<file path="src/shared/mcct_pkg.sv">
// Shared constants and carriers of the motor capture/compare timer.
// Assumes one 50 MHz system clock and a 32-bit Avalon-MM register port.
`default_nettype none

package mcct_pkg;

  // ****************************************
  // Clock and widths
  // ****************************************
  localparam int CLK_MHZ   = 50;
  localparam int CNT_W     = 16;
  localparam int PRE_W     = 7;
  localparam int ADDR_W    = 6;
  localparam int DATA_W    = 32;
  localparam int FILT_LONG = 4;
  localparam int FILT_SHORT = 2;

  // ****************************************
  // Register byte offsets
  // ****************************************
  localparam logic [ADDR_W-1:0] OFS_CTRL_A   = 6'h00;
  localparam logic [ADDR_W-1:0] OFS_CTRL_B   = 6'h04;
  localparam logic [ADDR_W-1:0] OFS_CNT_LO   = 6'h08;
  localparam logic [ADDR_W-1:0] OFS_CNT_HI   = 6'h0C;
  localparam logic [ADDR_W-1:0] OFS_CMP_LO   = 6'h10;
  localparam logic [ADDR_W-1:0] OFS_CMP_HI   = 6'h14;
  localparam logic [ADDR_W-1:0] OFS_CAPT_LO  = 6'h18;
  localparam logic [ADDR_W-1:0] OFS_CAPT_HI  = 6'h1C;
  localparam logic [ADDR_W-1:0] OFS_FLAGS    = 6'h20;

  // Flag register bit positions, write one to clear
  localparam int FLAG_OVF_BIT = 0;
  localparam int FLAG_CMP_BIT = 1;

  // ****************************************
  // Field encodings
  // ****************************************
  localparam logic [2:0] CLK_SEL_PWM  = 3'h0;
  localparam logic [1:0] SRC_HALL_A   = 2'h0;
  localparam logic [1:0] SRC_HALL_B   = 2'h1;
  localparam logic [1:0] SRC_HALL_C   = 2'h2;
  localparam logic [1:0] SRC_EXT_PIN  = 2'h3;
  localparam logic [1:0] EDGE_OFF     = 2'h0;
  localparam logic [1:0] EDGE_RISE    = 2'h1;
  localparam logic [1:0] EDGE_FALL    = 2'h2;
  localparam logic [1:0] EDGE_BOTH    = 2'h3;
  localparam logic [1:0] FILT_DIV_END = 2'h3;

  localparam logic [7:0] CTRL_A_RST = 8'h00;
  localparam logic [7:0] CTRL_B_RST = 8'h00;

  // ****************************************
  // Carriers
  // ****************************************
  typedef struct packed {
    logic       counter_pause;
    logic [2:0] count_clock_select;
    logic       module_on;
    logic       reserved;
    logic [1:0] capture_source_select;
  } mcct_ctrl_a_s;

  typedef struct packed {
    logic [1:0] capture_edge_select;
    logic       capture_input_enable;
    logic       filter_sample_count;
    logic       filter_clock_select;
    logic       filter_enable;
    logic       capture_auto_clear;
    logic       compare_auto_clear;
  } mcct_ctrl_b_s;

  typedef struct packed {
    logic hall_input_a;
    logic hall_input_b;
    logic hall_input_c;
    logic external_capture_pin;
  } mcct_cap_in_s;

endpackage
`default_nettype wire
</file>
<file path="src/design/mcct_noise_filter.sv">
// Glitch filter for the selected capture input.
// Assumes din is synchronous to clk; sample_en is high on every cycle that takes a sample.
`timescale 1ns/10ps
`default_nettype none

module mcct_noise_filter #(
  parameter int HIST_W = mcct_pkg::FILT_LONG
) (
  input  wire logic clk,          // System clock
  input  wire logic reset_n,      // Synchronous reset, active low
  input  wire logic active,       // Filter in use
  input  wire logic sample_en,    // Sample strobe
  input  wire logic four_samples, // 1: four equal samples, 0: two
  input  wire logic din,          // Raw level
  output var  logic dout          // Accepted level
);

  typedef struct packed {
    logic [HIST_W-1:0] hist;
    logic              lvl;
  } mcct_filt_s;

  mcct_filt_s filt_reg;
  mcct_filt_s filt_next;

  always_comb begin
    filt_next = filt_reg;
    if (!active) begin
      // Bypass: follow the input, keep history primed with it
      filt_next.hist = {HIST_W{din}};
      filt_next.lvl  = din;
    end else if (sample_en) begin
      filt_next.hist = {filt_reg.hist[HIST_W-2:0], din};
      if (four_samples) begin
        if (&filt_next.hist) filt_next.lvl = 1'b1;      // [RQ9]
        if (~|filt_next.hist) filt_next.lvl = 1'b0;     // [RQ9]
      end else begin
        if (&filt_next.hist[mcct_pkg::FILT_SHORT-1:0]) begin
          filt_next.lvl = 1'b1;                         // [RQ9]
        end
        if (~|filt_next.hist[mcct_pkg::FILT_SHORT-1:0]) begin
          filt_next.lvl = 1'b0;                         // [RQ9]
        end
      end
    end
  end

  always_ff @(posedge clk) begin
    if (!reset_n) begin
      filt_reg <= '0;
    end else begin
      filt_reg <= filt_next;
    end
  end

  assign dout = filt_reg.lvl;

endmodule // mcct_noise_filter
`default_nettype wire

</file>
<file path="src/design/mcct_timer.sv">
// Motor capture/compare timer: 16-bit up-counter with capture and compare.
// Assumes all inputs synchronous to clk and an Avalon-MM master.
//
// What this block does
// [RQ1] 16-bit counter advances on selected clock when enabled
// [RQ2] Counter compared on each count tick against 16-bit compare value
// [RQ3] Clock select: PWM signal or sysclk/2 to /128
// [RQ4] Pause bit holds counter; clearing resumes from there
// [RQ5] Switch on zeroes counter; switch off keeps value
// [RQ6] Source select: Hall A, B, C or external pin
// [RQ7] Edge select: off, rising, falling or both
// [RQ8] Captures accepted only while capture input enabled
// [RQ9] Filter needs two or four equal samples
// [RQ10] Filter samples at sysclk or sysclk/4
// [RQ11] Filter works only when module on and enabled
// [RQ12] Capture auto-clear: copy counter, then clear it
// [RQ13] Compare auto-clear zeroes counter on every match
// [RQ14] Compare value zero still matches with auto-clear
// [RQ15] Live counter readable as two read-only bytes
// [RQ16] Every valid capture copies counter to capture pair
// [RQ17] Counter overflow sets overflow flag, except when a compare auto-clear match happens at all-ones
// [RQ18] Compare equality sets compare flag
// [RQ19] Overflow wraps all-ones to zero, keeps counting
`timescale 1ns/10ps
`default_nettype none

module mcct_timer #(
  parameter int CNT_W = mcct_pkg::CNT_W,
  parameter int PRE_W = mcct_pkg::PRE_W
) (
  input  wire logic                          clk,                // System clock
  input  wire logic                          reset_n,            // Sync reset, low
  input  wire logic [mcct_pkg::ADDR_W-1:0]   avs_address,        // Byte address
  input  wire logic                          avs_read,           // Read request
  input  wire logic                          avs_write,          // Write request
  input  wire logic [mcct_pkg::DATA_W-1:0]   avs_writedata,      // Write data
  input  wire logic [3:0]                    avs_byteenable,     // Byte lanes
  output var  logic [mcct_pkg::DATA_W-1:0]   avs_readdata,       // Read data
  output var  logic                          avs_waitrequest,    // Stall
  input  wire logic                          pwm_period_signal,  // PWM count clock
  input  wire mcct_pkg::mcct_cap_in_s        cap_in,             // Capture inputs
  output var  logic                          overflow_flag,      // Counter wrapped
  output var  logic                          compare_match_flag  // Compare hit
);

  // ****************************************
  // State
  // ****************************************
  typedef struct packed {
    mcct_pkg::mcct_ctrl_a_s       ctrl_a;
    mcct_pkg::mcct_ctrl_b_s       ctrl_b;
    logic [CNT_W-1:0]             cmp;
    logic [CNT_W-1:0]             cnt;
    logic [CNT_W-1:0]             capt;
    logic                         ovf;
    logic                         cmpf;
    logic [PRE_W-1:0]             pre;
    logic [1:0]                   fdiv;
    logic                         on_d;
    logic                         pwm_d;
    logic                         cap_d;
    logic                         wait_;
    logic [mcct_pkg::DATA_W-1:0]  rdata;
  } mcct_state_s;

  mcct_state_s st_reg;
  mcct_state_s st_next;

  logic cap_raw;
  logic cap_lvl;
  logic filt_active;
  logic filt_sample;
  logic tick;
  logic run;
  logic cap_rise;
  logic cap_fall;
  logic cap_hit;
  logic cmp_hit;
  logic wr_take;
  logic rd_take;
  logic clr_ovf;
  logic clr_cmp;
  logic [7:0] wbyte;

  // ****************************************
  // Helpers
  // ****************************************
  // Ones in the low sel bits: the prescaler phase that ends a 2^sel period
  function automatic logic [PRE_W-1:0] div_mask(input logic [2:0] sel);
    logic [PRE_W-1:0] m;
    m = '0;
    for (int i = 0; i < PRE_W; i++) begin
      m[i] = (i < int'(sel));
    end
    return m;
  endfunction

  function automatic logic [mcct_pkg::DATA_W-1:0] byte_word(input logic [7:0] b);
    return {{(mcct_pkg::DATA_W-8){1'b0}}, b};
  endfunction

  // ****************************************
  // Capture source and filter
  // ****************************************
  always_comb begin
    case (st_reg.ctrl_a.capture_source_select)                  // [RQ6]
      mcct_pkg::SRC_HALL_A:  cap_raw = cap_in.hall_input_a;
      mcct_pkg::SRC_HALL_B:  cap_raw = cap_in.hall_input_b;
      mcct_pkg::SRC_HALL_C:  cap_raw = cap_in.hall_input_c;
      mcct_pkg::SRC_EXT_PIN: cap_raw = cap_in.external_capture_pin;
      default:               cap_raw = 1'b0;
    endcase
  end

  assign filt_active = st_reg.ctrl_a.module_on
                     & st_reg.ctrl_b.filter_enable;              // [RQ11]
  assign filt_sample = ~st_reg.ctrl_b.filter_clock_select
                     | (st_reg.fdiv == mcct_pkg::FILT_DIV_END);  // [RQ10]

  mcct_noise_filter #(
    .HIST_W (mcct_pkg::FILT_LONG)
  ) u_filter (
    .clk          (clk),
    .reset_n      (reset_n),
    .active       (filt_active),
    .sample_en    (filt_sample),
    .four_samples (st_reg.ctrl_b.filter_sample_count),
    .din          (cap_raw),
    .dout         (cap_lvl)
  );

  // ****************************************
  // Events
  // ****************************************
  always_comb begin
    if (st_reg.ctrl_a.count_clock_select == mcct_pkg::CLK_SEL_PWM) begin
      tick = pwm_period_signal & ~st_reg.pwm_d;                  // [RQ3]
    end else begin
      tick = &(st_reg.pre | ~div_mask(st_reg.ctrl_a.count_clock_select)); // [RQ3]
    end
  end

  assign run = st_reg.ctrl_a.module_on & st_reg.on_d
             & ~st_reg.ctrl_a.counter_pause & tick;              // [RQ1] [RQ4]

  assign cap_rise = cap_lvl & ~st_reg.cap_d;
  assign cap_fall = ~cap_lvl & st_reg.cap_d;

  always_comb begin
    case (st_reg.ctrl_b.capture_edge_select)                    // [RQ7]
      mcct_pkg::EDGE_RISE: cap_hit = cap_rise;
      mcct_pkg::EDGE_FALL: cap_hit = cap_fall;
      mcct_pkg::EDGE_BOTH: cap_hit = cap_rise | cap_fall;
      default:             cap_hit = 1'b0;
    endcase
    // Module must be on and already running past its switch-on cycle
    cap_hit = cap_hit & st_reg.ctrl_b.capture_input_enable    // [RQ8]
            & st_reg.ctrl_a.module_on & st_reg.on_d;
  end

  // Match is judged on a count tick so a held value does not re-fire
  assign cmp_hit = run & (st_reg.cnt == st_reg.cmp);            // [RQ2] [RQ14]

  // ****************************************
  // Bus decode
  // ****************************************
  assign wr_take = avs_write & ~st_reg.wait_;
  assign rd_take = avs_read & st_reg.wait_;
  assign wbyte   = avs_writedata[7:0];
  assign clr_ovf = wr_take & avs_byteenable[0]
                 & (avs_address == mcct_pkg::OFS_FLAGS)
                 & wbyte[mcct_pkg::FLAG_OVF_BIT];
  assign clr_cmp = wr_take & avs_byteenable[0]
                 & (avs_address == mcct_pkg::OFS_FLAGS)
                 & wbyte[mcct_pkg::FLAG_CMP_BIT];

  // ****************************************
  // Next state
  // ****************************************
  always_comb begin
    st_next       = st_reg;
    st_next.on_d  = st_reg.ctrl_a.module_on;
    st_next.pwm_d = pwm_period_signal;
    st_next.cap_d = cap_lvl;

    // The count prescaler runs only while the module is on to save toggling; fdiv always runs
    if (st_reg.ctrl_a.module_on) begin
      st_next.pre = st_reg.pre + PRE_W'(1);
    end else begin
      st_next.pre = '0;
    end
    st_next.fdiv = st_reg.fdiv + 2'h1;

    // Counter: switch-on clear first, then count, compare, capture
    if (st_reg.ctrl_a.module_on & ~st_reg.on_d) begin
      st_next.cnt = '0;                                         // [RQ5]
      st_next.pre = '0;
    end else begin
      if (run) begin
        st_next.cnt = st_reg.cnt + CNT_W'(1);                   // [RQ1] [RQ19]
        if (&st_reg.cnt) begin
          st_next.ovf = 1'b1;                                   // [RQ17]
        end
      end
      if (cmp_hit) begin
        st_next.cmpf = 1'b1;                                    // [RQ18] [RQ14]
        if (st_reg.ctrl_b.compare_auto_clear) begin
          st_next.cnt = '0;                                     // [RQ13]
          st_next.ovf = st_reg.ovf | (&st_reg.cnt & ~(&st_reg.cmp));
        end
      end
      if (cap_hit) begin
        st_next.capt = st_reg.cnt;                              // [RQ16] [RQ12]
        if (st_reg.ctrl_b.capture_auto_clear) begin
          st_next.cnt = '0;                                     // [RQ12]
        end
      end
    end

    // Bus: waitrequest drops one cycle after a request arrives
    st_next.wait_ = ~((avs_read | avs_write) & st_reg.wait_);
    if (rd_take) begin
      case (avs_address)
        mcct_pkg::OFS_CTRL_A: begin
          st_next.rdata = byte_word({st_reg.ctrl_a[7:3], 1'b0, st_reg.ctrl_a[1:0]});
        end
        mcct_pkg::OFS_CTRL_B: begin
          st_next.rdata = byte_word(st_reg.ctrl_b);
        end
        mcct_pkg::OFS_CNT_LO: begin
          st_next.rdata = byte_word(st_reg.cnt[7:0]);            // [RQ15]
        end
        mcct_pkg::OFS_CNT_HI: begin
          st_next.rdata = byte_word(st_reg.cnt[15:8]);           // [RQ15]
        end
        mcct_pkg::OFS_CMP_LO: begin
          st_next.rdata = byte_word(st_reg.cmp[7:0]);
        end
        mcct_pkg::OFS_CMP_HI: begin
          st_next.rdata = byte_word(st_reg.cmp[15:8]);
        end
        mcct_pkg::OFS_CAPT_LO: begin
          st_next.rdata = byte_word(st_reg.capt[7:0]);
        end
        mcct_pkg::OFS_CAPT_HI: begin
          st_next.rdata = byte_word(st_reg.capt[15:8]);
        end
        mcct_pkg::OFS_FLAGS: begin
          st_next.rdata = byte_word({6'h00, st_reg.cmpf, st_reg.ovf});
        end
        default: begin
          st_next.rdata = '0;
        end
      endcase
    end

    if (wr_take & avs_byteenable[0]) begin
      case (avs_address)
        mcct_pkg::OFS_CTRL_A: begin
          st_next.ctrl_a          = wbyte;                       // [RQ3] [RQ4] [RQ5]
          st_next.ctrl_a.reserved = 1'b0;
        end
        mcct_pkg::OFS_CTRL_B: begin
          st_next.ctrl_b = wbyte;                               // [RQ7] [RQ8]
        end
        mcct_pkg::OFS_CMP_LO: begin
          st_next.cmp[7:0] = wbyte;                             // [RQ2]
        end
        mcct_pkg::OFS_CMP_HI: begin
          st_next.cmp[15:8] = wbyte;                            // [RQ2]
        end
        default: begin
        end
      endcase
    end

    // A flag set in the clearing cycle survives the clear
    if (clr_ovf & ~(st_next.ovf & ~st_reg.ovf)) begin
      st_next.ovf = 1'b0;
    end
    if (clr_cmp & ~(st_next.cmpf & ~st_reg.cmpf)) begin
      st_next.cmpf = 1'b0;
    end
  end

  // ****************************************
  // Registers
  // ****************************************
  always_ff @(posedge clk) begin
    if (!reset_n) begin
      st_reg        <= '0;
      st_reg.ctrl_a <= mcct_pkg::CTRL_A_RST;
      st_reg.ctrl_b <= mcct_pkg::CTRL_B_RST;
      st_reg.wait_  <= 1'b1;
    end else begin
      st_reg <= st_next;
    end
  end

  assign avs_readdata       = st_reg.rdata;
  assign avs_waitrequest    = st_reg.wait_;
  assign overflow_flag      = st_reg.ovf;
  assign compare_match_flag = st_reg.cmpf;

endmodule // mcct_timer
`default_nettype wire

</file>
<file path="config.mk">
export PLATFORM = sky130hd
export DESIGN_NAME = mcct_timer
export DESIGN_NICKNAME = d
export VERILOG_FILES = /design/src/shared/mcct_pkg.sv /design/src/design/mcct_noise_filter.sv /design/src/design/mcct_timer.sv
export SDC_FILE = /design/constraint.sdc
export NUM_CORES = 1
export LEC_CHECK = 0
export ABC_CLOCK_PERIOD_IN_PS = 4500
export BUFFER_PORTS_ARGS = -buffer_cell sky130_fd_sc_hd__buf_2
export CAP_MARGIN = 20
export CORE_ASPECT_RATIO = 0.8
export CORE_MARGIN = 2
export CORE_UTILIZATION = 50
export CTS_CLUSTER_DIAMETER = 50
export DETAILED_ROUTE_END_ITERATION = 16
export PLACE_DENSITY = 0.77
export SYNTH_ARGS = -nofsm -noshare
export SYNTH_HDL_FRONTEND = slang
export SYNTH_SLANG_ARGS = --single-unit
</file>
<file path="constraint.sdc">
create_clock -name clk -period 4.5 [get_ports clk]
set_input_delay 0.45 -clock clk [delete_from_list [all_inputs] [get_ports clk]]
set_output_delay 0.45 -clock clk [all_outputs]
set_load 0.05 [all_outputs]
</file>
==> metrics.txt, run 1 <==
Die Y 90.3 um; total negative slack 0 ns; fin crit period 2.67 ns; Arrival @ worst endpoint 2.87 ns; adder-cell share of the synthesized area 1.88%; asr flop ratio synth 0%; Synth Warn # 0; Post-synth EDFFs 0; Startpoint Class register; max_cap viols 0; Required @ worst endpoint 4.70 ns; power consumption 1.69 mW; vias in the first global route 3,426; htree depth 3; multiplexer share of the synthesized area 16.9%; Iter 0 DRT Violations 340; distinct cell type count after synthesis 50; nets@finish 597; Setup crit end kind register; routability cong. 0.933; CP Class reg -> reg; first-pass GRT wire length 17,700 um; Slew HR 37.0%; Tightest Hold Check Type in -> reg; clk slew on worst S/H paths 0.06 ns; Fin Clk Skew 0.00900 ns; wire length after detailed routing 11,000 um; max frequency 375 MHz; met3 Use GR 6.11%; clock buffer depth 2; Critical Path Max Stage Delay 0.62 ns; WL per Instance 16.7 um; Worst-Margin Slew 0.942 ns; Die ar. 10,100 sq um; Pre-antenna DRT Iters 5; # rows 31; synthesis-to-finish area growth 7.80%; Hold Fails Final Rpt 0; grt total ovfl 0; Residual DRC 0; Placeable Area 9040 sq um; fin cells 656; total CTS buffers 9; GRT Total Usage 22.0%; ANT nets after route 0; diode count 0; cell family with most CP delay compound AO/OA/AOI/OAI gates; Critical-path top delay cell a221o_1; static leakage 1.98 nW; fin crit share 59.2%; endpoints failing setup 0; Max rail drop VDD 284 uV; via-per-instance ratio 5.70; IO Pins 86; Num Clock Sinks 90; RSZ-0062 raised after global routing no; layout cells sized above 1 10.4%; Compound-Gate Fraction of Synth Area 10.4%; Syn Area/Cell 8.82 sq um; crit path cell chain nand3b_1 -> a311o_1 -> a311o_1 -> nor2_1 -> a221o_1 -> nor2_1; P per Cell Area 338 nW/um^2; Slew Limit Fails 0; CTS root buf clkbuf_16; synthesized flop and latch total 90; initial antenna violation count 0; Post-Syn Area 4650 sq um; max reg flops 74; global routing's busiest layer met2; via count 3,736; largest net degree at the start of global routing 56; met1 GRT Util 30.8%; area share of and/or/nand/nor cells after synthesis 17.8%; Post-Synth XOR/XNOR Area 5.65%; WP buf/inv 0; sequential area share after synthesis 38.7%; Post-CTS Hold Buffers 0; Placed Instances 643; die width 112 um; CTS tree done; ys flop type dfxtp_1; Initial Util 51.5%; crit-path max FO 16; Worst-Skew Late Latency 0.34 ns; M2 GR Usage 33.1%; Post-Syn Instances 527; Post-CTS Resized 0; dpl hpwl 7710 um; postcts setup bufs 0; outcome complete, no violations; largest family of logic cells by synthesized area simple AND/OR/NAND/NOR gates; IO Port Bufs 34
==> cell families after synthesis <==
family,Yosys count
other,1
buffers and inverters,71
AND/OR/NAND/NOR,177
XOR/XNOR,30
AO/OA/AOI/OAI,74
multiplexers,77
flip-flops,90
adder cells (fa/ha/maj),7
==> power breakdown <==
| part | internal [mW] | leakage, nW | switching, mW | total [mW] |
|---|---|---|---|---|
| clock network | 0.477 | 0.141 | 0.297 | 0.774 |
| registers | 0.802 | 0.727 | 0.00351 | 0.805 |
| logic | 0.0233 | 1.11 | 0.0902 | 0.113 |
| total | 1.30 | 1.98 | 0.390 | 1.69 |
==> worst reg2reg max path: stages (launching register included) <==
cell      delay, ns
dfxtp_1        0.51
nand3b_1       0.13
a311o_1        0.32
a311o_1        0.43
nor2_1         0.40
a221o_1        0.62
nor2_1         0.12
==> per-layer routing <==
| layer | part of all wire, % | wire length [um] | vias up |
|---|---|---|---|
| met5 | 0 | 0 | - |
| met4 | 1.8 | 196 | 0 |
| met3 | 7.3 | 803 | 19 |
| met2 | 44 | 4870 | 127 |
| met1 | 47 | 5100 | 1781 |
| li1 | - | - | 1809 |
==> cells in the mapped netlist, types with 6 or more instances <==
cell / number / area share [%]
a22o_1: 6 / 1.1
buf_4: 32 / 5.2
nand2_1: 20 / 1.6
clkbuf_1: 18 / 1.5
or3_1: 7 / 0.94
o21ai_0: 19 / 2.0
a21oi_1: 18 / 1.9
dfxtp_1: 90 / 39
nor2_1: 88 / 7.1
ha_1: 7 / 1.9
and2_1: 6 / 0.81
xnor2_1: 27 / 5.1
inv_1: 13 / 1.0
nand4_1: 14 / 1.9
mux2i_1: 73 / 16
nand3_1: 16 / 1.7
nor3_1: 7 / 0.75
==> layout make-up <==
type                            instances  area (sq um)
Fill cell                             796          4020
Multi-Input combinational cell        389          2540
Sequential cell                        90          1800
Clock buffer                           10           229
Timing Repair Buffer                   35           178
Tap cell                              115           144
Clock inverter                          3          67.6
Inverter                               14          52.6
==> through the flow <==
step | instance area, sq um | hold WS [ns] | util (%) | worst slack (ns)
3_3_place_gp | 4720 | 0.408 | 52.2 | 1.85
3_5_place_dp | 4720 | 0.425 | 52.2 | 1.76
6_report | 5010 | 0.320 | 55.5 | 1.83
2_1_floorplan | 4740 | 0.399 | - | 2.26
4_1_cts | 5010 | 0.317 | 55.5 | 1.87
5_1_grt | 5010 | 0.327 | 55.5 | 1.70
==> worst paths after layout <==
kind	from	endpoint	slack, ns	depth (start not counted)
max	st_next[35]	st_reg[65]	1.83	6
min reg2reg	st_reg[36]	st_reg[36]	0.43	1
min	avs_write	avs_waitrequest	0.32	2
max reg2reg	st_next[35]	st_reg[65]	1.83	6
==> cells in the final DEF (no fill, tap or decap), types with 2 or more instances in the layout <==
cell type / instances
xor2_1: 3
clkbuf_16: 9
nor2b_1: 4
mux2_2: 3
nand2_1: 20
buf_2: 34
a22oi_1: 2
o22a_1: 3
conb_1: 24
a311oi_1: 2
dfxtp_1: 90
nand3_1: 16
and2_1: 6
a2111oi_0: 4
a22o_1: 6
nor4_1: 4
ha_1: 7
mux2i_1: 73
nor2_1: 87
o221ai_1: 4
and3_1: 2
or3_1: 7
bufinv_16: 2
nor3_1: 7
a31oi_1: 3
a311o_1: 2
o21ai_0: 19
inv_1: 13
nand4_1: 14
a21oi_1: 18
xnor2_1: 27
o22ai_1: 4
nand3b_1: 4
(Power assumes the default switching activity.)
==> inputs of run 2 (changes only) <==
Settings changed: ABC_AREA set to 1, ABC_CLOCK_PERIOD_IN_PS 4500 to 2800, PLACE_DENSITY 0.77 to 0.76.
Clock period 4.5 ns to 2.8 ns, I/O delays scaled along.
==> metrics.txt, run 2 <==
area share of and/or/nand/nor cells after synthesis 29.3% (was 17.8%); commonest cells in the synthesized netlist nand2_1 (175), dfxtp_1 (90), nor2_1 (90) (was dfxtp_1 (90), nor2_1 (88), mux2i_1 (73)); diode count 0 (unchanged); most frequent cells in the layout nand2_1 (175), nor2_1 (90), dfxtp_1 (90), o21ai_0 (82), inv_1 (66) (was dfxtp_1 (90), nor2_1 (87), mux2i_1 (73), buf_2 (34), xnor2_1 (27)); IO Pins 86 (unchanged); Initial Util 51.3% (was 51.5%); top post-synthesis cells by area dfxtp_1 (36%), nand2_1 (13%), o21ai_0 (8.3%) (was dfxtp_1 (39%), mux2i_1 (16%), nor2_1 (7.1%)); Hold Slack 0.152 ns (was 0.320 ns); vias in the first global route 4,249 (was 3,426); Post-synth EDFFs 0 (unchanged); most frequent cell after synthesis nand2_1 (was dfxtp_1); distinct cell type count after synthesis 35 (was 50); htree depth 3 (unchanged); Worst-Margin Slew 0.841 ns (was 0.942 ns); largest net degree at the start of global routing 48 (was 56); die width 115 um (was 112 um); Placed Instances 883 (was 643); first-pass GRT wire length 21,600 um (was 17,700 um); ANT nets after route 0 (unchanged); Max rail drop VDD 351 uV (was 284 uV); Num Clock Sinks 90 (unchanged); WP buf/inv 0 (unchanged); Synth area leader dfxtp_1 (unchanged); dpl hpwl 10,400 um (was 7710 um); cells on worst reg2reg path 9 (was 6); nets@finish 816 (was 597); CTS root buf clkbuf_16 (unchanged); Post-CTS Hold Buffers 0 (unchanged); Post-CTS Resized 0 (unchanged); crit-path max FO 23 (was 16); P per Cell Area 521 nW/um^2 (was 338 nW/um^2); Critical-path top delay cell a21oi_4 (was a221o_1); Slew Limit Fails 0 (unchanged); Pre-antenna DRT Iters 5 (unchanged); Arrival @ worst endpoint 2.18 ns (was 2.87 ns); Startpoint Class register (unchanged); routability cong. 0.961 (was 0.933); fin crit share 69.8% (was 59.2%); Fillers 936 (was 796); Iter 0 DRT Violations 422 (was 340); Slew HR 43.6% (was 37.0%); Compound-Gate Fraction of Synth Area 15.9% (was 10.4%); Setup crit end kind register (unchanged); initial antenna violation count 0 (unchanged); Critical Path Max Stage Delay 0.51 ns (was 0.62 ns); endpoints failing setup 0 (unchanged); Placeable Area 9650 sq um (was 9040 sq um); adder-cell share of the synthesized area 1.77% (was 1.88%); wire length after detailed routing 13,600 um (was 11,000 um); largest family of logic cells by synthesized area simple AND/OR/NAND/NOR gates (unchanged); Fin Clk Skew 0.00660 ns (was 0.00900 ns); outcome complete, no violations (unchanged); Syn Area/Cell 6.71 sq um (was 8.82 sq um); Post-Syn Instances 738 (was 527); Worst-Skew Late Latency 0.34 ns (about the same); CP Class reg -> reg (unchanged); cell family with most CP delay simple AND/OR/NAND/NOR gates (was compound AO/OA/AOI/OAI gates); IO Port Bufs 34 (unchanged); # rows 32 (was 31); Post-Syn Area 4950 sq um (was 4650 sq um); static leakage 2.21 nW (was 1.98 nW); CTS tree done (unchanged); grt total ovfl 0 (unchanged); fin crit period 1.95 ns (was 2.67 ns); synthesis-to-finish area growth 8.45% (was 7.80%); Tightest Hold Check Type in -> reg (unchanged); Residual DRC 0 (unchanged); WL per Instance 15.1 um (was 16.7 um); CP Depth 9 (was 6); max_cap viols 0 (unchanged); Die ar. 10,700 sq um (was 10,100 sq um); via-per-instance ratio 5.36 (was 5.70); total CTS buffers 9 (unchanged); clock buffer depth 2 (unchanged); clk slew on worst S/H paths 0.07 ns (was 0.06 ns); Hold Fails Final Rpt 0 (unchanged); via count 4,818 (was 3,736); RSZ-0062 raised after global routing no (unchanged); postcts setup bufs 0 (unchanged); total negative slack 0 ns (unchanged); max frequency 512 MHz (was 375 MHz); layout cells sized above 1 10.9% (was 10.4%); crit path cell chain nor2_2 -> nand2_1 -> o21ai_0 -> nor2_1 -> nand2_1 -> a21oi_4 -> nand3_4 -> nand2_4 -> nor2_1 (was nand3b_1 -> a311o_1 -> a311o_1 -> nor2_1 -> a221o_1 -> nor2_1); most common cell after layout, fill and taps aside nand2_1 (was dfxtp_1); ys flop type dfxtp_1 (unchanged); fin cells 899 (was 656); asr flop ratio synth 0% (unchanged); GRT Total Usage 26.2% (was 22.0%); post-synth top area share 36.4% (was 38.7%); multiplexer share of the synthesized area 0% (was 16.9%); Required @ worst endpoint 3.03 ns (was 4.70 ns); synthesized flop and latch total 90 (unchanged); sequential area share after synthesis 36.4% (was 38.7%); Die Y 93.0 um (was 90.3 um); Post-Synth XOR/XNOR Area 3.72% (was 5.65%); WHS Path Cells 3 (was 2); max reg flops 74 (unchanged); Synth Warn # 0 (unchanged)
-- run 2: changes by cell type after synthesis, moves of 9 or more --
| cell | change |
|---|---|
| clkbuf_1 | -10 |
| xor2_1 | +16 |
| nand4_1 | -11 |
| nand3_1 | +18 |
| xnor2_1 | -25 |
| nand2_1 | +155 |
| inv_2 | +9 |
| mux2i_1 | -73 |
| inv_1 | +53 |
| nor3_1 | +9 |
| a21oi_1 | +40 |
| o21ai_0 | +63 |
-- run 2: metal layers --
metal  GRT usage, %  up-vias  share of wire, %
li1               -     2351                 -
met2           39.4      224                44
met5              0        -                 0
met3           6.16       17                10
met1           38.0     2226                44
met4           6.33        0               1.3
-- run 2: report_power, final --
part	switching [mW]	total, mW	internal, mW
logic	0.157	0.192	0.0354
registers	0.00609	1.29	1.29
clock network	0.522	1.31	0.786
-- run 2: per-stage QoR --
step	instance area (sq um)	util, %	setup WS [ns]	total power, mW
finish	5370	55.6	0.847	2.79
global route	5370	55.6	0.647	2.88
CTS	5370	55.6	0.880	2.80
detailed placement	5050	52.3	0.776	1.51
global placement	5050	52.3	0.844	1.51
floorplan	5030	-	1.27	1.49
-- run 2: final timing paths --
path | endpoint | start | slack (ns)
hold / removal | st_reg[34] | pwm_period_signal | 0.15
setup reg to reg | st_reg[78] | st_reg[108] | 0.85
setup / recovery | st_reg[78] | st_reg[108] | 0.85
hold reg to reg | st_reg[36] | st_reg[36] | 0.42
-- run 2: worst min-delay path, stage by stage --
cell	delay, ns
buf_2	0.10
nand2_1	0.05
inv_1	0.04
-- run 2: kinds of logic (layout without fill, tap and decap cells) --
kind of cell | after synthesis | after routing
AND/OR/NAND/NOR | 340 | 340
AO/OA/AOI/OAI | 152 | 152
buffers and inverters | 127 | 129
flip-flops | 90 | 90
XOR/XNOR | 21 | 21
adder cells (fa/ha/maj) | 7 | 7
other | 1 | 24
-- run 2: layout make-up --
| type | instances | area, sq um | share of cell area [%] |
|---|---|---|---|
| Clock inverter | 6 | 90.1 | 1.68 |
| Tap cell | 136 | 170 | 3.17 |
| Timing Repair Buffer | 37 | 193 | 3.59 |
| Multi-Input combinational cell | 544 | 2600 | 48.4 |
| Inverter | 76 | 285 | 5.32 |
| Clock buffer | 10 | 229 | 4.27 |
| Sequential cell | 90 | 1800 | 33.6 |
==> inputs of run 3 (changes only) <==
Settings changed: ABC_AREA 1 to 0, ABC_CLOCK_PERIOD_IN_PS 2800 to 1850, PLACE_DENSITY 0.76 to 0.77.
Clock period 2.8 ns to 1.85 ns, I/O delays scaled along.
==> metrics.txt, run 3 (synthesis gave the netlist of run 1 again) <==
outcome finished with violations (was complete, no violations); failing checks negative setup slack; most frequent cells in the layout dfxtp_1 (85), nor2_1 (75), mux2i_1 (71), buf_4 (69), buf_2 (34) (was nand2_1 (175), nor2_1 (90), dfxtp_1 (90), o21ai_0 (82), inv_1 (66)); worst slack at placement -0.319 ns (was 0.776 ns); grt total ovfl 0 (unchanged); htree depth 3 (unchanged); post-route core utilization 65.9% (was 55.6%); Final WS setup -0.400 ns (was 0.847 ns); Worst-Skew Late Latency 0.35 ns (was 0.34 ns); total CTS buffers 9 (unchanged); vias in the first global route 4,118 (was 4,249); Num Clock Sinks 90 (unchanged); clk slew on worst S/H paths 0.07 ns (about the same); Worst-Margin Slew 0.516 ns (was 0.841 ns); reg-to-reg startpoint st_reg[109] (was st_reg[108]); max_cap viols 0 (unchanged); GRT Total Usage 26.3% (was 26.2%); Tightest Hold Check Type in -> reg (unchanged); max reg flops 74 (unchanged); total negative slack -6.13 ns (was 0 ns); CTS root buf clkbuf_16 (unchanged); IO Pins 86 (unchanged); via-per-instance ratio 5.86 (was 5.36); CTS tree done (unchanged); WL per Instance 18.7 um (was 15.1 um); layout cells sized above 1 29.4% (was 10.9%); fin crit share 122% (was 69.8%); cell mode on critical path a311o_1; die width 112 um (was 115 um); ANT nets after route 0 (unchanged); Arrival @ worst endpoint 2.52 ns (was 2.18 ns); Die Y 90.3 um (was 93.0 um); crit path cell chain a21boi_1 -> a311o_1 -> a311o_1 -> or4b_4 -> or3_1 -> a21oi_2 (was nor2_2 -> nand2_1 -> o21ai_0 -> nor2_1 -> nand2_1 -> a21oi_4 -> nand3_4 -> nand2_4 -> nor2_1); synthesis-to-finish area growth 28.1% (was 8.45%); via count 4,323 (was 4,818); Slew HR 64.7% (was 43.6%); Iter 0 DRT Violations 472 (was 422); Initial Util 51.5% (was 51.3%); Pre-antenna DRT Iters 5 (unchanged); area of the multi-input gates 2810 sq um (was 2600 sq um); Critical Path Max Stage Delay 0.55 ns (was 0.51 ns); Post-CTS Hold Buffers 0 (unchanged); CP Class reg -> reg (unchanged); largest net degree at the start of global routing 39 (was 48); dpl hpwl 9120 um (was 10,400 um); RSZ-0062 raised after global routing yes (was no); endpoints failing setup 19 (was 0); Placed Instances 706 (was 883); Hold Slack 0.0613 ns (was 0.152 ns); static leakage 2.46 nW (was 2.21 nW); fin cells 738 (was 899); Critical-path top delay cell or4b_4 (was a21oi_4); placed cell area 5230 sq um (was 5050 sq um); Reg area 1810 sq um (was 1800 sq um); clock buffer depth 2 (unchanged); Setup crit end kind register (unchanged); Slew Limit Fails 0 (unchanged); # rows 31 (was 32); first-pass GRT wire length 20,900 um (was 21,600 um); initial antenna violation count 0 (unchanged); nets@finish 676 (was 816); Fillers 697 (was 936); Placeable Area 9040 sq um (was 9650 sq um); final instance area 5960 sq um (was 5370 sq um); IO Port Bufs 34 (unchanged); routability cong. 0.903 (was 0.961); wire length after detailed routing 13,800 um (was 13,600 um); crit path from st_reg[109] (was st_reg[108]); min-delay src avs_write (was pwm_period_signal); crit-path max FO 6 (was 23); most common cell after layout, fill and taps aside dfxtp_1 (was nand2_1); Residual DRC 0 (unchanged); P per Cell Area 706 nW/um^2 (was 521 nW/um^2); fin crit period 2.25 ns (was 1.95 ns); Die ar. 10,100 sq um (was 10,700 sq um); Max rail drop VDD 773 uV (was 351 uV); Startpoint Class register (unchanged); max frequency 444 MHz (was 512 MHz); Required @ worst endpoint 2.12 ns (was 3.03 ns); power consumption 4.21 mW (was 2.79 mW); diode count 0 (unchanged); Hold Fails Final Rpt 0 (unchanged); Fin Clk Skew 0.00766 ns (was 0.00660 ns)
run 3: cell count changes in the layout (fill, tap and decap cells not counted), sizes merged, moves of 20 or more:
cell   before  now
nand2     179   20
buf        37  112
mux2i       0   73
o21ai      85   20
inv        77   15
a21oi      59   18
xnor2       2   27
nand3      36   16
run 3: worst max-delay path: cells and delay by family (launching register included):
family / cells / cell delay (ns)
compound gates: 4 / 0.97
simple gates: 2 / 0.90
flops: 1 / 0.32
run 3: where the power goes:
group | leakage [nW] | switching (mW) | internal, mW
logic | 1.59 | 0.245 | 0.0867
clock network | 0.144 | 0.788 | 1.13
registers | 0.729 | 0.0101 | 1.95
total | 2.46 | 1.04 | 3.16
run 3: worst paths after layout:
path                endpoint  slack, ns  depth (start not counted)
max               st_reg[74]      -0.40                          6
max reg2reg       st_reg[74]      -0.40                          6
min reg2reg       st_reg[36]       0.43                          1
min          avs_waitrequest       0.06                          2
run 3: area by class of cell:
type | instances | area share, %
Timing Repair Buffer | 113 | 13.9
Sequential cell | 90 | 30.4
Clock buffer | 11 | 4.24
Clock inverter | 5 | 1.03
Tap cell | 115 | 2.42
Inverter | 14 | 0.882
Multi-Input combinational cell | 390 | 47.1
run 3: timing repair:
item / 4_1_cts / 5_1_grt
gates resized for setup: 29 / 42
endpoints found under the setup margin: 18 / 35
gates cloned: 1 / 2
pin swaps: 11 / 25
setup buffers: 11 / 6
run 3: layer usage:
metal	vias up	part of all wire, %	GRT usage (%)
met5	-	0	0
met4	0	2.6	8.44
met3	35	9.2	7.72
met2	221	47	42.4
met1	2088	42	34.1
li1	1979	-	-
